`src/rtl/nibble_arith_defs.vh`:
```
// constants for the nibble arithmetic datapath
`ifndef NIBBLE_ARITH_DEFS_VH
`define NIBBLE_ARITH_DEFS_VH

// ----------------------------------------
// widths
// ----------------------------------------
`define ACC_W        4
`define BADDR_W      7
`define REG_SEL_W    3
`define DIGIT_W      4
`define PC_W         11
`define Q_W          8
`define SIO_W        4
`define DATA_W       8
`define ADDR_W       4
`define INSTR_W      8
`define STACK_DEPTH  3
`define SYNC_W       3

// ----------------------------------------
// field positions
// ----------------------------------------
`define SUM_CARRY_BIT   4
`define REG_SEL_HI      6
`define REG_SEL_LO      4
`define REG_SEL_SMALL   5
`define DIGIT_HI        3
`define PC_TOP          10
`define BADDR_TOP       6
`define CTRL_L_OE       0
`define CTRL_SIO_COUNT  1
`define SYNC_IN0        0
`define SYNC_IN3        1
`define SYNC_SI         2

// ----------------------------------------
// opcodes
// ----------------------------------------
`define OP_ADD_CARRY_SKIP   8'h30
`define OP_ADD_RAM          8'h31
`define OP_ADD_TEN          8'h4a
`define OP_ADD_IMM_HI       4'h5
`define OP_COMPL_ADD_SKIP   8'h10
`define OP_CLEAR_ACC        8'h00
`define OP_COMPLEMENT       8'h40
`define OP_NO_OP            8'h44
`define OP_CLEAR_CARRY      8'h32
`define OP_SET_CARRY        8'h22
`define OP_XOR_RAM          8'h02
`define OP_LONG_A           8'h23
`define OP_LONG_B           8'h33
`define OP_LONG_HI          4'h6
`define IMM_ZERO            4'h0
`define DECIMAL_TEN         4'ha

// ----------------------------------------
// register indices
// ----------------------------------------
`define REG_ACC      4'h0
`define REG_CARRY    4'h1
`define REG_RAMADDR  4'h2
`define REG_PC       4'h3
`define REG_STACK0   4'h4
`define REG_STACK1   4'h5
`define REG_STACK2   4'h6
`define REG_LATCH    4'h7
`define REG_CTRL     4'h8
`define REG_SIO      4'h9
`define REG_EDGES    4'ha
`define REG_STATUS   4'hb

// ----------------------------------------
// reset values
// ----------------------------------------
`define RST_ACC      4'h0
`define RST_BADDR    7'h00
`define RST_PC       11'h000
`define RST_Q        8'h00
`define RST_SIO      4'h0
`define RST_CTRL     2'h0
`define RST_DATA     8'h00

`endif

```
`src/rtl/nibble_arith_datapath.v`:
```
// four-bit arithmetic datapath with architectural registers
//
// The implementer's own choices: the register offsets and the address-and-strobe port.
`timescale 1ns/1ns
`default_nettype none
`include "nibble_arith_defs.vh"

module nibble_arith_datapath
#(
   parameter LARGE_VARIANT = 1
)
(
   // clock and reset
   input  wire                  I_CLOCK,
   input  wire                  I_RSTN,
   // instruction stream
   input  wire [`INSTR_W-1:0]   I_INSTR,
   input  wire                  I_INSTR_VALID,
   // ram operand
   input  wire [`ACC_W-1:0]     I_RAM_DATA,
   output reg  [`BADDR_W-1:0]   O_RAM_ADDR,
   // register port
   input  wire [`ADDR_W-1:0]    I_ADDR,
   input  wire [`DATA_W-1:0]    I_WDATA,
   input  wire                  I_WR,
   input  wire                  I_RD,
   output reg  [`DATA_W-1:0]    O_RDATA,
   // pins
   input  wire                  I_IN0,
   input  wire                  I_IN3,
   input  wire                  I_SI,
   output reg  [`Q_W-1:0]       O_L_DATA,
   output reg                   O_L_OE,
   output reg                   O_SO,
   // architectural state
   output reg  [`ACC_W-1:0]     O_ACC,
   output reg                   O_CARRY,
   output reg  [`PC_W-1:0]      O_PC,
   output reg                   O_SKIP
);

   // ----------------------------------------
   // fetch states
   // ----------------------------------------
   localparam ST_EXEC    = 3'b001;
   localparam ST_SKIP    = 3'b010;
   localparam ST_OPERAND = 3'b100;

   reg  [2:0]           state_r;
   reg  [2:0]           state_nxt;
   reg  [`ACC_W-1:0]    acc_r;
   reg  [`ACC_W-1:0]    acc_nxt;
   reg                  carry_r;
   reg                  carry_nxt;
   reg  [`BADDR_W-1:0]  baddr_r;
   reg  [`PC_W-1:0]     pc_r;
   reg  [`PC_W-1:0]     pc_nxt;
   reg  [`PC_W-1:0]     stack_r [0:`STACK_DEPTH-1];
   reg  [`Q_W-1:0]      q_r;
   reg  [`SIO_W-1:0]    sio_r;
   reg  [`SIO_W-1:0]    sio_nxt;
   reg  [1:0]           ctrl_r;
   reg                  edge0_r;
   reg                  edge3_r;
   reg  [`SYNC_W-1:0]   sync1_r;
   reg  [`SYNC_W-1:0]   sync2_r;
   reg  [`SYNC_W-1:0]   sync3_r;
   reg  [`SYNC_W-1:0]   level_r;
   reg  [`SYNC_W-1:0]   level_nxt;
   reg  [`DATA_W-1:0]   rdata_nxt;
   reg                  skip_now;
   reg                  long_now;
   reg                  executed;

   // ----------------------------------------
   // operand fields and sums
   // ----------------------------------------
   wire [`ACC_W-1:0]     imm_field;
   wire [`DIGIT_W-1:0]   digit_field;
   wire [`REG_SEL_W-1:0] reg_field;
   wire [`BADDR_W-1:0]   baddr_mask;
   wire [`PC_W-1:0]      pc_mask;
   wire [`ACC_W-1:0]     ram_nib;
   wire [`ACC_W:0]       sum_carry;
   wire [`ACC_W:0]       sum_compl;
   wire [`ACC_W:0]       sum_ram;
   wire [`ACC_W:0]       sum_imm;
   wire [`ACC_W:0]       sum_ten;
   wire                  is_long;
   wire                  fall0;
   wire                  fall3;
   wire                  fall_si;

   // immediate data in the low nibble of the opcode
   assign imm_field = I_INSTR[`DIGIT_HI:0];
   // register write data split into register and digit fields
   assign digit_field = I_WDATA[`DIGIT_HI:0];
   assign reg_field   = I_WDATA[`REG_SEL_HI:`REG_SEL_LO];

   // small variant drops the top register-select and pc bits
   assign baddr_mask = LARGE_VARIANT ? {`BADDR_W{1'b1}}
                     : {1'b0, {(`BADDR_W-1){1'b1}}};
   assign pc_mask    = LARGE_VARIANT ? {`PC_W{1'b1}}
                     : {1'b0, {(`PC_W-1){1'b1}}};

   // ram nibble at the current address is the memory operand
   assign ram_nib = I_RAM_DATA;

   // five-bit sums, top bit is the carry-out
   assign sum_carry = {1'b0, acc_r} + {1'b0, ram_nib}
                    + {{`ACC_W{1'b0}}, carry_r};
   assign sum_compl = {1'b0, ~acc_r} + {1'b0, ram_nib}
                    + {{`ACC_W{1'b0}}, carry_r};
   assign sum_ram   = {1'b0, acc_r} + {1'b0, ram_nib};
   assign sum_imm   = {1'b0, acc_r} + {1'b0, imm_field};
   assign sum_ten   = {1'b0, acc_r} + {1'b0, `DECIMAL_TEN};

   // two-byte opcodes must be skipped as a unit
   assign is_long = (I_INSTR == `OP_LONG_A)
                 || (I_INSTR == `OP_LONG_B)
                 || (I_INSTR[7:4] == `OP_LONG_HI);

   // ----------------------------------------
   // pin synchronisers
   // ----------------------------------------
   // three flops per pin; level moves once stages two and three agree
   genvar gi;
   generate
      for (gi = 0; gi < `SYNC_W; gi = gi + 1)
      begin : g_sync
         always @*
         begin
            if (sync2_r[gi] == sync3_r[gi])
               level_nxt[gi] = sync2_r[gi];
            else
               level_nxt[gi] = level_r[gi];
         end
      end
   endgenerate

   always @(posedge I_CLOCK or negedge I_RSTN)
   begin
      if (!I_RSTN)
      begin
         sync1_r <= {`SYNC_W{1'b1}};
         sync2_r <= {`SYNC_W{1'b1}};
         sync3_r <= {`SYNC_W{1'b1}};
         level_r <= {`SYNC_W{1'b1}};
      end
      else
      begin
         sync1_r <= {I_SI, I_IN3, I_IN0};
         sync2_r <= sync1_r;
         sync3_r <= sync2_r;
         level_r <= level_nxt;
      end
   end

   // high-to-low transitions of the filtered levels
   assign fall0   = level_r[`SYNC_IN0] & ~level_nxt[`SYNC_IN0];
   assign fall3   = level_r[`SYNC_IN3] & ~level_nxt[`SYNC_IN3];
   assign fall_si = level_r[`SYNC_SI] & ~level_nxt[`SYNC_SI];

   // ----------------------------------------
   // instruction decode and execute
   // ----------------------------------------
   // one byte per valid strobe; results land on the next edge
   always @*
   begin
      acc_nxt   = acc_r;
      carry_nxt = carry_r;
      state_nxt = state_r;
      pc_nxt    = pc_r;
      skip_now  = 1'b0;
      long_now  = 1'b0;
      executed  = 1'b0;
      if (I_INSTR_VALID)
      begin
         pc_nxt = (pc_r + {{(`PC_W-1){1'b0}}, 1'b1}) & pc_mask;
         case (state_r)
            ST_OPERAND:
               state_nxt = ST_EXEC;
            ST_SKIP:
            begin
               // fetched but suppressed, second byte follows along
               if (is_long)
                  state_nxt = ST_OPERAND;
               else
                  state_nxt = ST_EXEC;
            end
            default:
            begin
               executed = 1'b1;
               long_now = is_long;
               if (I_INSTR == `OP_ADD_CARRY_SKIP)
               begin
                  acc_nxt   = sum_carry[`ACC_W-1:0];
                  carry_nxt = sum_carry[`SUM_CARRY_BIT];
                  skip_now  = sum_carry[`SUM_CARRY_BIT];
               end
               else if (I_INSTR == `OP_COMPL_ADD_SKIP)
               begin
                  acc_nxt   = sum_compl[`ACC_W-1:0];
                  carry_nxt = sum_compl[`SUM_CARRY_BIT];
                  skip_now  = sum_compl[`SUM_CARRY_BIT];
               end
               else if (I_INSTR[7:4] == `OP_ADD_IMM_HI
                        && imm_field != `IMM_ZERO)
               begin
                  // carry flag left alone, carry-out only skips
                  acc_nxt  = sum_imm[`ACC_W-1:0];
                  skip_now = sum_imm[`SUM_CARRY_BIT];
               end
               else if (I_INSTR == `OP_XOR_RAM)
                  acc_nxt = acc_r ^ ram_nib;
               else if (I_INSTR == `OP_COMPLEMENT)
                  acc_nxt = ~acc_r;
               else if (I_INSTR == `OP_ADD_RAM)
                  acc_nxt = sum_ram[`ACC_W-1:0];
               else if (I_INSTR == `OP_ADD_TEN)
                  acc_nxt = sum_ten[`ACC_W-1:0];
               else if (I_INSTR == `OP_CLEAR_ACC)
                  acc_nxt = `RST_ACC;
               else if (I_INSTR == `OP_CLEAR_CARRY)
                  carry_nxt = 1'b0;
               else if (I_INSTR == `OP_SET_CARRY)
                  carry_nxt = 1'b1;
               // no-op and every other opcode leave acc and carry as is
               if (skip_now)
                  state_nxt = ST_SKIP;
               else if (long_now)
                  state_nxt = ST_OPERAND;
               else
                  state_nxt = ST_EXEC;
            end
         endcase
      end
      // register port write overrides the datapath this cycle
      if (I_WR && I_ADDR == `REG_ACC)
         acc_nxt = I_WDATA[`ACC_W-1:0];
      if (I_WR && I_ADDR == `REG_CARRY)
         carry_nxt = I_WDATA[0];
      if (I_WR && I_ADDR == `REG_PC)
         pc_nxt = {{(`PC_W-`DATA_W){1'b0}}, I_WDATA} & pc_mask;
   end

   // ----------------------------------------
   // serial shifter and counter
   // ----------------------------------------
   // counts falling serial-input edges, or shifts once per executed instruction
   always @*
   begin
      sio_nxt = sio_r;
      if (ctrl_r[`CTRL_SIO_COUNT])
      begin
         if (fall_si)
            sio_nxt = sio_r + {{(`SIO_W-1){1'b0}}, 1'b1};
      end
      else if (executed)
         sio_nxt = {sio_r[`SIO_W-2:0], level_r[`SYNC_SI]};
      if (I_WR && I_ADDR == `REG_SIO)
         sio_nxt = I_WDATA[`SIO_W-1:0];
   end

   // ----------------------------------------
   // architectural registers
   // ----------------------------------------
   // ram contents live outside and are not touched by reset
   always @(posedge I_CLOCK or negedge I_RSTN)
   begin
      if (!I_RSTN)
      begin
         state_r <= ST_EXEC;
         acc_r   <= `RST_ACC;
         carry_r <= 1'b0;
         baddr_r <= `RST_BADDR;
         pc_r    <= `RST_PC;
         q_r     <= `RST_Q;
         sio_r   <= `RST_SIO;
         ctrl_r  <= `RST_CTRL;
      end
      else
      begin
         state_r <= state_nxt;
         acc_r   <= acc_nxt;
         carry_r <= carry_nxt;
         pc_r    <= pc_nxt;
         sio_r   <= sio_nxt;
         if (I_WR && I_ADDR == `REG_RAMADDR)
            baddr_r <= {reg_field, digit_field} & baddr_mask;
         if (I_WR && I_ADDR == `REG_LATCH)
            q_r <= I_WDATA;
         if (I_WR && I_ADDR == `REG_CTRL)
            ctrl_r <= I_WDATA[1:0];
      end
   end

   // return stack levels, loaded from the register port
   generate
      for (gi = 0; gi < `STACK_DEPTH; gi = gi + 1)
      begin : g_stack
         always @(posedge I_CLOCK or negedge I_RSTN)
         begin
            if (!I_RSTN)
               stack_r[gi] <= `RST_PC;
            else if (I_WR && I_ADDR == `REG_STACK0 + gi)
               stack_r[gi] <= {{(`PC_W-`DATA_W){1'b0}}, I_WDATA}
                              & pc_mask;
         end
      end
   endgenerate

   // ----------------------------------------
   // input edge latches
   // ----------------------------------------
   // reading clears them, but a new edge in that cycle wins
   always @(posedge I_CLOCK or negedge I_RSTN)
   begin
      if (!I_RSTN)
      begin
         edge0_r <= 1'b0;
         edge3_r <= 1'b0;
      end
      else
      begin
         if (fall0)
            edge0_r <= 1'b1;
         else if (I_RD && I_ADDR == `REG_EDGES)
            edge0_r <= 1'b0;
         if (fall3)
            edge3_r <= 1'b1;
         else if (I_RD && I_ADDR == `REG_EDGES)
            edge3_r <= 1'b0;
      end
   end

   // ----------------------------------------
   // register read mux
   // ----------------------------------------
   // unmapped indices read as zero
   always @*
   begin
      rdata_nxt = `RST_DATA;
      if (I_ADDR == `REG_ACC)
         rdata_nxt = {4'h0, acc_r};
      else if (I_ADDR == `REG_CARRY)
         rdata_nxt = {7'h00, carry_r};
      else if (I_ADDR == `REG_RAMADDR)
         rdata_nxt = {1'b0, baddr_r};
      else if (I_ADDR == `REG_PC)
         rdata_nxt = pc_r[7:0];
      else if (I_ADDR == `REG_STACK0)
         rdata_nxt = stack_r[0][7:0];
      else if (I_ADDR == `REG_STACK1)
         rdata_nxt = stack_r[1][7:0];
      else if (I_ADDR == `REG_STACK2)
         rdata_nxt = stack_r[2][7:0];
      else if (I_ADDR == `REG_LATCH)
         rdata_nxt = q_r;
      else if (I_ADDR == `REG_CTRL)
         rdata_nxt = {6'h00, ctrl_r};
      else if (I_ADDR == `REG_SIO)
         rdata_nxt = {4'h0, sio_r};
      else if (I_ADDR == `REG_EDGES)
         rdata_nxt = {6'h00, edge3_r, edge0_r};
      else if (I_ADDR == `REG_STATUS)
         rdata_nxt = {5'h00, state_r};
   end

   // ----------------------------------------
   // registered outputs
   // ----------------------------------------
   // every port comes straight from a flop, one cycle behind state
   always @(posedge I_CLOCK or negedge I_RSTN)
   begin
      if (!I_RSTN)
      begin
         O_RDATA    <= `RST_DATA;
         O_RAM_ADDR <= `RST_BADDR;
         O_L_DATA   <= `RST_Q;
         O_L_OE     <= 1'b0;
         O_SO       <= 1'b0;
         O_ACC      <= `RST_ACC;
         O_CARRY    <= 1'b0;
         O_PC       <= `RST_PC;
         O_SKIP     <= 1'b0;
      end
      else
      begin
         O_RDATA    <= I_RD ? rdata_nxt : `RST_DATA;
         O_RAM_ADDR <= baddr_r;
         O_L_DATA   <= q_r;
         O_L_OE     <= ctrl_r[`CTRL_L_OE];
         O_SO       <= sio_r[`SIO_W-1];
         O_ACC      <= acc_r;
         O_CARRY    <= carry_r;
         O_PC       <= pc_r;
         O_SKIP     <= (state_r == ST_SKIP);
      end
   end

endmodule
`default_nettype wire

```
`config.mk`:
```
export PLATFORM = sky130hd
export DESIGN_NAME = nibble_arith_datapath
export DESIGN_NICKNAME = d
export VERILOG_FILES = /design/src/rtl/nibble_arith_datapath.v
export VERILOG_INCLUDE_DIRS = /design/src /design/src/rtl
export SDC_FILE = /design/constraint.sdc
export NUM_CORES = 1
export LEC_CHECK = 0
export ABC_CLOCK_PERIOD_IN_PS = 3100
export BUFFER_PORTS_ARGS = -buffer_cell sky130_fd_sc_hd__buf_2
export CAP_MARGIN = 20
export CORE_MARGIN = 2
export CORE_UTILIZATION = 50
export DETAILED_ROUTE_END_ITERATION = 6
export HOLD_SLACK_MARGIN = 0.1
export PLACE_DENSITY_LB_ADDON = 0.1
export SLEW_MARGIN = 20
export SYNTH_ARGS = -nofsm -noshare
export SYNTH_HDL_FRONTEND = slang
export SYNTH_SLANG_ARGS = --single-unit
```
`constraint.sdc`:
```
create_clock -name I_CLOCK -period 3.1 [get_ports I_CLOCK]
set_input_delay 0.62 -clock I_CLOCK [delete_from_list [all_inputs] [get_ports I_CLOCK]]
set_output_delay 0.62 -clock I_CLOCK [all_outputs]
set_load 0.05 [all_outputs]
```
# --- Word-level counts from Yosys, hierarchy flattened ---
# Cells that the tools add are included.
# Widths: inputs -> output; s select.
word_totals:
  register_bits: 120
  inputBits: 32
  out_inout_bits: 42
  word_cells: 167
op_classes:
  n_addsub: 8
  eq_ne: 37
  muxes: 59
  n_bitwise: 8
  n_reduce_logical: 29
ops:
  columns: ["operator", "count"]
  rows:
  - ["$mux 8", 9]
  - ["$mux 4", 17]
  - ["$eq 8x6->1 const B", 6]
  - ["$mux 1", 26]
  - ["$eq 4x3->1 const B", 6]
  - ["$ne 4x3->1 const B", 6]
  - ["$mux 11", 2]
  - ["$eq 4x4->1 const B", 4]
  - ["$eq 8x7->1 const B", 2]
  - ["$add 4x4->5", 3]
  - ["$logic_and 1x1->1", 12]
  - ["$mux 3", 4]
  - ["$add 11x1->11 const B", 1]
  - ["$add 5x1->5", 2]
  - ["$reduce_bool 2->1", 5]
  - ["$reduce_and 9->1", 1]
  - ["$reduce_bool 9->1", 1]
  - ["$eq 4x2->1 const B", 2]
  - ["$eq 8x2->1 const B", 1]
  - ["$eq 8x5->1 const B", 1]
  - ["$logic_not 8->1", 1]
  - ["$pmux 3 s2", 1]
  - ["$reduce_bool 5->1", 1]
  - ["$add 4x1->4 const B", 1]
  - ["18 further kinds", 26]

# --- Depth between registers and ports, before layout ---
# Gate-level depths: netlist of run 1.
logic_depth:
  word_depth: 14
  depth_mapped: 10
  ltp_nobuf: 10

# --- Worst setup path after synthesis of run 1 ---
# Ideal clock, no wire load.
synth_path:
  kind: "input -> register"
  startpoint: "in I_INSTR[3]"
  endpoint: "reg acc_r[0]"
  setup_time_ns: 0.128
  t_arrival_ns: 2.507
  required_time_ns: 2.972
  path_slack_ns: 0.465
  cell_stages: 8
  path_buffers: 2
  path_cell_list: "buf_6 -> or4_1 -> buf_2 -> a211o_1 -> a31o_1 -> a21o_1 -> o21ai_1 -> mux2_1"
synth_between:
  elab_chain_cells: 11
  elab_cells_between_ends: 21
  cone_classes: "6 x eq/ne; 10 x mux; 5 x reduce/logical"
synth_lines:
  columns: ["element", "line", "rtl"]
  rows:
  - ["from (decl)", "nibble_arith_datapath.v:17", "input wire [`INSTR_W-1:0] I_INSTR,"]
  - ["$eq 8x7->1 (no line)", null, null]
  - ["$mux 4", "nibble_arith_datapath.v:220", "else if (I_INSTR == `OP_ADD_TEN)"]
  - ["$mux 4", "nibble_arith_datapath.v:218", "else if (I_INSTR == `OP_ADD_RAM)"]
  - ["$mux 4", "nibble_arith_datapath.v:216", "else if (I_INSTR == `OP_COMPLEMENT)"]
  - ["$mux 4", "nibble_arith_datapath.v:214", "else if (I_INSTR == `OP_XOR_RAM)"]
  - ["$mux 4", "nibble_arith_datapath.v:207", "else if (I_INSTR[7:4] == `OP_ADD_IMM_HI"]
  - ["$mux 4", "nibble_arith_datapath.v:201", "else if (I_INSTR == `OP_COMPL_ADD_SKIP)"]
  - ["$mux 4", "nibble_arith_datapath.v:195", "if (I_INSTR == `OP_ADD_CARRY_SKIP)"]
  - ["$mux 4", "nibble_arith_datapath.v:180", "case (state_r)"]
  - ["$mux 4", "nibble_arith_datapath.v:177", "if (I_INSTR_VALID)"]
  - ["$mux 4", "nibble_arith_datapath.v:239", "if (I_WR && I_ADDR == `REG_ACC)"]
  - ["to (signal assigned)", "nibble_arith_datapath.v:274", "acc_r <= `RST_ACC;"]
  - ["to (signal assigned)", "nibble_arith_datapath.v:285", "acc_r <= acc_nxt;"]
  - ["to (decl)", "nibble_arith_datapath.v:51", "reg [`ACC_W-1:0] acc_r;"]
# Parallel ways exist; a longest one is shown, timed or not. The select of a mux whose other input is x is not followed.
# A chain may end at the register's enable or synchronous reset.

# --- Worst setup path after layout of run 1 ---
layout_path:
  startpoint: "reg acc_r[2]"
  endpoint: "reg state_r[0]"
layout_between:
  elab_chain_cells: 9
  elab_cells_between_ends: 13
  cone_classes: "5 x add/sub; 7 x mux; 1 x bitwise"
layout_lines:
  columns: ["element", "line", "rtl"]
  rows:
  - ["$not 4->4", "nibble_arith_datapath.v:112", "assign sum_compl = {1'b0, ~acc_r} + {1'b0, ram_nib}"]
  - ["$add 4x4->5", "nibble_arith_datapath.v:112", null]
  - ["$add 5x1->5", "nibble_arith_datapath.v:112", null]
  - ["$mux 1", "nibble_arith_datapath.v:201", null]
  - ["$mux 1 *", "nibble_arith_datapath.v:195", null]
  - ["$mux 1 *", "nibble_arith_datapath.v:180", null]
  - ["$mux 1 *", "nibble_arith_datapath.v:177", null]
  - ["$mux 3 *", "nibble_arith_datapath.v:229", "if (skip_now)"]
  - ["$pmux 3 s2 *", "nibble_arith_datapath.v:180", null]
  - ["to (signal assigned)", "nibble_arith_datapath.v:284", "state_r <= state_nxt;"]
  - ["to (decl)", "nibble_arith_datapath.v:49", "reg [2:0] state_r;"]
# Mark *: on every way between the ends. The rest lies on a longest branch, timed or not. The select of a mux whose other input is x is not followed.

==> flow_summary.ini, run 1 <==
[global_route]
grt_pass1_wl_um = 24400
track_usage = 0.249
antenna_found_initial = 0
grt_max_degree = 54
grt_overflow = 0
grt_pass1_vias = 4534

[route]
drtIter0Drc = 332
wl_per_cell_um = 19.4
routed_via_density = 5.75
wl_um = 15400
vias = 4576
firstDrtPassIters = 5
drt.antenna.violating_nets = 0
drcViolationCount = 0

[worst_setup_path]
worstPathArrival_ns = 2.83
crit_path_max_fanout = 8
cp-end-kind = flip-flop
path_cells = inv_1 -> ha_1 -> nor3b_1 -> or4_1 -> a21oi_1 -> mux2i_1 -> nor3b_1 -> o22a_1
timing.rr.start = acc_r[2]
criticalPathCategory = flip-flop to flip-flop
ff2ff_setup_slack_ns = 0.61
cp.required_ns = 3.44
slowest_stage = or4_1
crit_top_cell = nor3b_1
cp-start-kind = flip-flop
crit_path_max_incr_delay_ns = 0.50
crit_path_start = acc_r[2]

[die]
ios = 74
die_width_um = 114
fp.dieH_um = 114
die-area_um2 = 12900
num_rows = 40
core-area_um2 = 11900
initial_utilization = 0.508

[sta]
hold_viol = 0
finalCriticalPeriod_ns = 2.49
finalMaxSlewViolations = 0
rsz0062_at_grt = false
max_freq_mhz = 401
skew_ns = 0.00790
fin_crit_sh = 0.804
setup_viol = 0
worst_pin_slew_ns = 0.619
slew_headroom = 0.583
fin_setup_tns_ns = 0

[run_status]
outcome = complete, no violations

[synthesis]
synth_top_cell_by_area = dfrtp_1
yosysSeqAreaShare = 0.501
syn_inst = 547
ys_ff_latch = 120
synth_edf_count = 0
avgSynthCellArea_um2 = 11.0
syn-num-nets = 600
synth_top_cell_area_share = 0.444
syn_area_um2 = 6020
async_flop_share = 1.00
synth_warnings = 0
synth_area_leaders = dfrtp_1 44%, mux2_2 8.6%, dfstp_2 5.7%, ha_1 3.5%, nand2_1 2.8%
synthDistinctLibCells = 67
yosys_most_used_dff = dfrtp_1

[final_layout]
stdcell_area_um2 = 7220
layout.nets = 689
drive_gt1_frac = 0.312
area_growth_pct = 19.9

[min_path]
hold_path_class = primary input to asynchronous set/reset pin

[clock_network]
path_clk_slew_ns = 0.06
clk-insertion-delay-late_ns = 0.41
h-tree-depth = 4
numCtsBuffers = 17
cts_tree = built
cts_sinks = 120
cts_root_buffer = clkbuf_16
post_cts_buffers = 0
cts_resized = 0
clock_path_buffers = 2
hold_buffers = 0

[place]
hpwl_um = 10900
placed_area_um2 = 6670
gp_congestion = 0.921
numPortBuffers = 73

[power]
leakage_nw = 3.23
ir_drop_mv = 0.550
powerDensity_nw_per_um2 = 781

[run]
maxCapViolCount = 0
[state kept, by name, summed over array words and instances, names as in the netlist, 2 cells and up]
signal,flops
sync2_r,3
acc_r,4
level_r,3
O_L_DATA,8
O_ACC,4
ctrl_r,2
baddr_r,7
O_PC,11
state_r,3
sio_r,4
pc_r,11
q_r,8
O_RDATA,8
sync3_r,3
sync1_r,3
stack_r,24
O_RAM_ADDR,7
[through the flow]
stage	hold WS (ns)	setup WS, ns	std cells	utilization	power [mW]
final	0.198	0.607	796	0.609	5.64
after global routing	0.223	0.451	795	0.609	5.91
after CTS	0.209	0.637	795	0.609	5.67
after detailed placement	0.347	0.267	764	0.562	3.82
after global placement	0.345	0.319	764	0.562	3.78
after floorplan	0.324	0.465	547	-	3.31
[where the power goes]
group | internal, mW | switching, mW | leakage (nW)
clock | 1.14 | 0.702 | 0.268
combinational | 0.575 | 1.03 | 1.50
sequential | 1.93 | 0.268 | 1.47
total | 3.64 | 2.00 | 3.23
[final timing paths]
kind / endpoint / cells after the start
max in group asynchronous: O_L_DATA[7] / 3
worst max register to register: state_r[0] / 8
worst min register to register: sync2_r[1] / 0
worst min-delay path: acc_r[1] / 1
min in group I_CLOCK: sync1_r[2] / 1
worst max-delay path: state_r[0] / 8
[per-layer routing]
layer / vias to the layer above / share of wire / global-route usage
li1: 2151 / - / -
met1: 2262 / 0.48 / 0.362
met2: 142 / 0.46 / 0.377
met3: 21 / 0.048 / 0.0478
met4: 0 / 0.014 / 0.0886
met5: - / 0 / 0
[cell families (layout without fill, tap and decap cells)]
| kind of cell | Yosys count | count (layout) | synth area share |
|---|---|---|---|
| compound gates | 109 | 109 | 0.117 |
| xor+xnor | 19 | 19 | 0.0276 |
| fa+ha+maj | 23 | 23 | 0.0519 |
| buf+inv | 48 | 149 | 0.0316 |
| flops | 120 | 120 | 0.501 |
| mux | 62 | 62 | 0.127 |
| other cells | 0 | 1 | 0 |
| simple gates | 166 | 166 | 0.144 |
[layout by cell type (no fill, tap or decap), drive strengths merged, types with 5 or more instances in the layout]
master / synthesis / layout
nand2: 45 / 45
mux2i: 8 / 8
mux4: 7 / 7
dfstp: 13 / 13
xor2: 13 / 13
xnor2: 6 / 6
buf: 8 / 99
nand2b: 7 / 7
a21oi: 23 / 23
and3: 6 / 6
a22oi: 5 / 5
dfrtp: 107 / 107
nand3: 17 / 17
nor2b: 12 / 12
nand4: 9 / 9
nor2: 34 / 34
ha: 17 / 17
clkinv: 0 / 6
mux2: 47 / 47
o22ai: 9 / 9
nor3: 6 / 6
inv: 19 / 20
clkbuf: 21 / 20
o21ai: 30 / 30
nor3b: 9 / 9
a32oi: 5 / 5
[critical path, delay by kind of cell, from the launching register on]
family | cells | cell delay (ns)
simple gates | 3 | 0.72
compound gates | 2 | 0.46
fa+ha+maj | 1 | 0.45
mux | 1 | 0.38
flops | 1 | 0.35
buf+inv | 1 | 0.06
[synthesized netlist by cell type (3+ instances only)]
master,count
nand3_1,17
inv_1,19
mux2_2,46
nor2_1,34
nor2b_1,12
xnor2_1,6
a22oi_1,5
a211oi_1,3
o21ai_0,27
a21oi_1,23
and2_1,4
o21ai_1,3
clkbuf_1,21
a31oi_1,4
a32oi_1,5
mux2i_1,8
nand2_1,45
ha_1,17
a21o_1,3
buf_1,5
xor2_1,13
nand2b_1,7
fa_1,4
and3_1,6
dfstp_2,13
nand4_1,9
dfrtp_1,107
o22ai_1,9
or4_1,3
nor3_1,5
mux4_2,7
nor3b_1,8
[layout make-up]
| cell class | instances | area, um^2 |
|---|---|---|
| Fill cell | 1020 | 4640 |
| Sequential cell | 120 | 3020 |
| Multi-Input combinational cell | 379 | 2820 |
| Timing Repair Buffer | 99 | 576 |
| Clock buffer | 20 | 457 |
| Tap cell | 147 | 184 |
| Clock inverter | 11 | 98.8 |
| Inverter | 19 | 71.3 |
| Antenna cell | 1 | 2.50 |
Note: power is estimated with default switching activity, not from simulation.
==> run 2: changes to the inputs <==
--- a/config.mk
+++ b/config.mk
@@ -6,7 +6,7 @@
 export SDC_FILE = /design/constraint.sdc
 export NUM_CORES = 1
 export LEC_CHECK = 0
-export ABC_CLOCK_PERIOD_IN_PS = 3100
+export ABC_CLOCK_PERIOD_IN_PS = 2200
 export BUFFER_PORTS_ARGS = -buffer_cell sky130_fd_sc_hd__buf_2
 export CAP_MARGIN = 20
 export CORE_MARGIN = 2
==> constraint.sdc (replaced) <==
create_clock -name I_CLOCK -period 2.2 [get_ports I_CLOCK]
set_input_delay 0.44 -clock I_CLOCK [delete_from_list [all_inputs] [get_ports I_CLOCK]]
set_output_delay 0.44 -clock I_CLOCK [all_outputs]
set_load 0.05 [all_outputs]
==> run 2 against run 1 <==
  * The flow now finishes with violations (negative setup slack)
  * Hold slack worse by 0.078 ns
  * Core utilization is 5.4 points higher
  * Cell area is 8.9% higher
  * Final cell count is 7.8% higher
  * Clock power is 41% higher
==> flow_summary.ini, run 2 (synthesis results as in run 1) <==
[run_status]
outcome = finished, violations left
violations = negative setup slack

[place]
dpl.cell_count = 823
post-place-ws_ns = -0.238
gp_congestion = 0.890
numPortBuffers = 73
placed_area_um2 = 7160
hpwl_um = 12100

[final_layout]
layout_commonest_cell = dfrtp_1
stdcell_area_um2 = 7870
regMostFlops = stack_r
largest_register_ffs = 24
area_growth_pct = 30.6
layout.nets = 751
fin_cells = 858
fillCellCount = 927
drive_gt1_frac = 0.402
largestRegisters = stack_r: 24 flops, O_PC: 11 flops, pc_r: 11 flops
n_antenna_cell = 0
layout_common_cells = 105 x dfrtp_1, 84 x buf_4, 72 x buf_2, 46 x mux2_2, 45 x nand2_1

[sta]
skew_ns = 0.0150
hold_viol = 0
setup_viol = 4
max_freq_mhz = 434
rsz0062_at_grt = true
slew_headroom = 0.654
fin_crit_sh = 1.05
worst_pin_slew_ns = 0.519
finalCriticalPeriod_ns = 2.31
holdWs_ns = 0.120
setup_ws_ns = -0.107
finalMaxSlewViolations = 0

[die]
core-area_um2 = 11900
die-area_um2 = 12900
fp.dieH_um = 114
initial_utilization = 0.508
die_width_um = 114
num_rows = 40
ios = 74

[run]
maxCapViolCount = 0

[global_route]
grt_pass1_vias = 4874
grt_max_degree = 37
grt_overflow = 0
antenna_found_initial = 0
grt_pass1_wl_um = 26400
track_usage = 0.269

[power]
switchingPower_mw = 2.95
internal_power_mw = 5.30
netSwitchingFraction = 0.357
power_frac_comb = 0.307
clkPwrFrac = 0.315
powerDensity_nw_per_um2 = 1050
ir_drop_mv = 0.777
pwr-share-seq = 0.377
leakage_nw = 3.55

[worst_setup_path]
crit_path_start = acc_r[0]
criticalPathCategory = flip-flop to flip-flop
cp-end-kind = flip-flop
timing.rr.start = acc_r[0]
slowest_stage = fa_2
endpoint = acc_r[1]
path_cells = ha_4 -> fa_2 -> nand2_1 -> a2111oi_4 -> a2bb2oi_2 -> a222oi_1 -> mux2i_1 -> o21ai_1
cp-start-kind = flip-flop
cp_top_family = compound AO/OA/AOI/OAI gates
crit_path_max_incr_delay_ns = 0.56
ff2ff_setup_slack_ns = -0.11
crit_buf_inv = 0
reg2reg_to = acc_r[1]
cp.required_ns = 2.53
worstPathArrival_ns = 2.64
path_depth = 8
crit_path_max_fanout = 3
reg2reg_depth = 8

[min_path]
hold_path_class = primary input to flip-flop
hp-start = I_IN0

[clock_network]
h-tree-depth = 4
cts_tree = built
clock_path_buffers = 2
cts_root_buffer = clkbuf_16
path_clk_slew_ns = 0.06
cts_sinks = 120
clk-insertion-delay-late_ns = 0.42
numCtsBuffers = 17

[route]
wl_per_cell_um = 19.3
vias = 4873
drt.antenna.violating_nets = 0
drtIter0Drc = 374
firstDrtPassIters = 6
wl_um = 16500
drcViolationCount = 0
routed_via_density = 5.68
[run 2: power by group through the flow]
| stage | Combinational [mW] | Sequential, mW | Clock [mW] |
|---|---|---|---|
| 3_5_place_dp | 2.43 | 3.14 | 0 |
| 4_1_cts | 2.49 | 3.11 | 2.63 |
| 6_report | 2.54 | 3.11 | 2.60 |
| 2_1_floorplan | 0.999 | 3.68 | 0 |
| 3_3_place_gp | 2.40 | 3.11 | 0 |
| 5_1_grt | 2.73 | 3.18 | 2.74 |
[run 2: area by class of cell]
type                            instances  area (um^2)  share of cell area
Clock inverter                         14          125              0.0159
Inverter                               19         71.3             0.00907
Sequential cell                       120         3020               0.384
Timing Repair Buffer                  161         1080               0.137
Tap cell                              147          184              0.0234
Clock buffer                           18          439              0.0558
Multi-Input combinational cell        379         2940               0.374
[run 2: worst min path at each step]
| stage | end | cells after the start |
|---|---|---|
| 2_1_floorplan | O_ACC[0] | 0 |
| 4_1_cts | sync1_r[2] | 1 |
| 3_5_place_dp | sync2_r[1] | 0 |
| 6_report | sync1_r[0] | 1 |
| 3_3_place_gp | sync2_r[0] | 0 |
| 5_1_grt | sync1_r[0] | 1 |
[run 2: routing by layer]
| metal | share of wire | up-vias | track usage |
|---|---|---|---|
| met5 | 0 | - | 0 |
| met4 | 0.013 | 0 | 0.0797 |
| met3 | 0.041 | 23 | 0.0473 |
| met2 | 0.47 | 139 | 0.418 |
| met1 | 0.48 | 2433 | 0.391 |
| li1 | - | 2278 | - |
[run 2: through the flow]
stage	TNS, ns	power, mW	utilization
after global placement	-1.26	5.51	0.604
after CTS	-0.326	8.23	0.657
after detailed placement	-1.38	5.57	0.604
after floorplan	-0.0895	4.68	-
final	-0.299	8.25	0.663
after global routing	-0.975	8.64	0.663
[run 2: worst reg2reg max path, cell delays in order, from the launching register on]
cell	delay [ns]
dfrtp_2	0.45
ha_4	0.18
fa_2	0.56
nand2_1	0.10
a2111oi_4	0.31
a2bb2oi_2	0.09
a222oi_1	0.31
mux2i_1	0.12
o21ai_1	0.12
[run 2: timing repair]
item / in CTS / in global routing
hold endpoints to repair: 20 / 0
resized for setup: 11 / 11
setup buffers: 1 / 1
pin swaps: 4 / 5
hold buffers: 1 / 0
endpoints found under the setup margin: 6 / 6
==> run 3: changes to the inputs <==
--- a/config.mk
+++ b/config.mk
@@ -9,11 +9,11 @@
 export ABC_CLOCK_PERIOD_IN_PS = 2200
 export BUFFER_PORTS_ARGS = -buffer_cell sky130_fd_sc_hd__buf_2
 export CAP_MARGIN = 20
-export CORE_MARGIN = 2
 export CORE_UTILIZATION = 50
 export DETAILED_ROUTE_END_ITERATION = 6
 export HOLD_SLACK_MARGIN = 0.1
 export PLACE_DENSITY_LB_ADDON = 0.1
+export SKIP_LAST_GASP = 1
 export SLEW_MARGIN = 20
 export SYNTH_ARGS = -nofsm -noshare
 export SYNTH_HDL_FRONTEND = slang
==> run 3 against run 2 <==
  * The run ends with design-rule violations, negative setup slack left
  * Via count fell by 1.1%
  * Die area fell by 3.5%
  * Combinational power fell by 2%
  * Hold slack got worse by 0.0025 ns
  * Core utilization rose by 1.1 points
  * Final cell count fell by 1.2%
==> flow_summary.ini, run 3 (synthesis results as in run 1) <==
[run_status]
outcome = finished, violations left
violations = design-rule violations, negative setup slack

[die]
core-area_um2 = 11600
fp.dieH_um = 112
initial_utilization = 0.521
num_rows = 39
ios = 74
die-area_um2 = 12500
die_width_um = 112

[power]
ir_drop_mv = 0.725
powerDensity_nw_per_um2 = 1070
pwr-share-seq = 0.374
power_frac_comb = 0.300
p_total_mw = 8.32
clkPwrFrac = 0.326
netSwitchingFraction = 0.357
switchingPower_mw = 2.97
internal_power_mw = 5.35
leakage_nw = 3.52

[worst_setup_path]
crit_path_max_fanout = 3
cp-end-kind = flip-flop
crit_path_start = acc_r[0]
cp.required_ns = 2.54
cp-start-kind = flip-flop
worstPathArrival_ns = 2.61
criticalPathCategory = flip-flop to flip-flop
timing.rr.start = acc_r[0]

[clock_network]
clk-insertion-delay-late_ns = 0.43
h-tree-depth = 4
numCtsBuffers = 17
cts_sinks = 120
clock_path_buffers = 2
path_clk_slew_ns = 0.06
cts_root_buffer = clkbuf_16
cts_tree = built

[route]
drtIter0Drc = 376
firstDrtPassIters = 7
drt.antenna.violating_nets = 0
wl_per_cell_um = 19.0
routed_via_density = 5.68
drcViolationCount = 8
vias = 4817
wl_um = 16100

[global_route]
antenna_found_initial = 0
grt_overflow = 0
grt_max_degree = 51
grt_pass1_vias = 4823
track_usage = 0.276
grt_pass1_wl_um = 25900

[final_layout]
fillCellCount = 901
stdcell_area_um2 = 7800
layout.nets = 746
multi_input_area_um2 = 2920
largest_register_ffs = 24
regArea_um2 = 3020
fin_cells = 848
layout_common_cells = 106 x dfrtp_1, 79 x buf_4, 72 x buf_2, 46 x mux2_2, 44 x nand2_1
regMostFlops = stack_r
drive_gt1_frac = 0.396
layout_commonest_cell = dfrtp_1
area_growth_pct = 29.5
n_antenna_cell = 0
largestRegisters = stack_r: 24 flops, O_PC: 11 flops, pc_r: 11 flops

[sta]
fin_crit_sh = 1.03
skew_ns = 0.0182
setup_ws_ns = -0.0713
max_freq_mhz = 440
finalMaxSlewViolations = 0
worst_pin_slew_ns = 0.512
holdWs_ns = 0.117
slew_headroom = 0.654
finalCriticalPeriod_ns = 2.27
rsz0062_at_grt = true
hold_viol = 0
setup_viol = 5

[place]
hpwl_um = 11700
gp_congestion = 0.886
dpl.cell_count = 814
placed_area_um2 = 7110
numPortBuffers = 73

[min_path]
hold_path_class = primary input to flip-flop
hp-start = I_IN0

[run]
maxCapViolCount = 0
==> run 3: cell types whose count changed in the layout (fill, tap and decap cells not counted), moves of 2 or more <==
cell	delta
inv_6	+2
buf_4	-5
clkinv_4	-3
ha_4	-2
ha_2	+2
==> run 3: routing by layer <==
| metal | wire [um] | vias up | global-route usage | part of all wire |
|---|---|---|---|---|
| met4 | 198 | 0 | 0.0919 | 0.012 |
| met1 | 7790 | 2376 | 0.396 | 0.48 |
| met3 | 823 | 19 | 0.0577 | 0.051 |
| met5 | 0 | - | 0 | 0 |
| met2 | 7300 | 154 | 0.417 | 0.45 |
| li1 | - | 2268 | - | - |
==> run 3: power groups by stage <==
stage / clock (mW) / sequential (mW) / combinational (mW)
6_report: 2.71 / 3.11 / 2.50
5_1_grt: 2.84 / 3.17 / 2.68
4_1_cts: 2.75 / 3.10 / 2.48
3_5_place_dp: 0 / 3.14 / 2.40
3_3_place_gp: 0 / 3.11 / 2.37
2_1_floorplan: 0 / 3.68 / 0.999
==> run 3: final timing paths <==
path | endpoint | slack (ns) | cells after the start
max reg2reg | acc_r[1] | -0.07 | 8
min | sync1_r[0] | 0.12 | 1
min reg2reg | sync2_r[2] | 0.36 | 0
min in group asynchronous | acc_r[2] | 0.52 | 2
max in group asynchronous | stack_r[25] | 1.04 | 3
max | acc_r[1] | -0.07 | 8
==> run 3: area by class of cell <==
| cell class | instances | share of cell area |
|---|---|---|
| clock buffers | 17 | 0.0545 |
| repair buffers | 156 | 0.133 |
| multi-input cells | 379 | 0.375 |
| inverters | 19 | 0.00914 |
| clock inverters | 14 | 0.0189 |
| well taps | 143 | 0.0229 |
| flip-flops and latches | 120 | 0.387 |
==> run 3: per-stage QoR <==
step	setup slack (ns)	util	TNS (ns)
after floorplan	-0.0468	-	-0.0895
after global placement	-0.223	0.615	-1.31
after detailed placement	-0.262	0.615	-1.56
after CTS	-0.0654	0.672	-0.256
after global routing	-0.180	0.674	-0.924
final	-0.0713	0.674	-0.139
==> run 3: critical path: stages (launching register included) <==
cell	delay (ns)
dfrtp_1	0.40
ha_2	0.21
fa_2	0.58
nand2_2	0.08
a2111oi_4	0.29
a2bb2oi_2	0.09
a222oi_1	0.30
mux2i_1	0.13
o21ai_1	0.12
==> run 3: repair_timing <==
action,in CTS,in global routing
gates resized for setup,11,6
hold buffers,1,0
hold endpoints to repair,35,0
buffers inserted,2,0
endpoints found under the setup margin,6,6
pin swaps,3,2
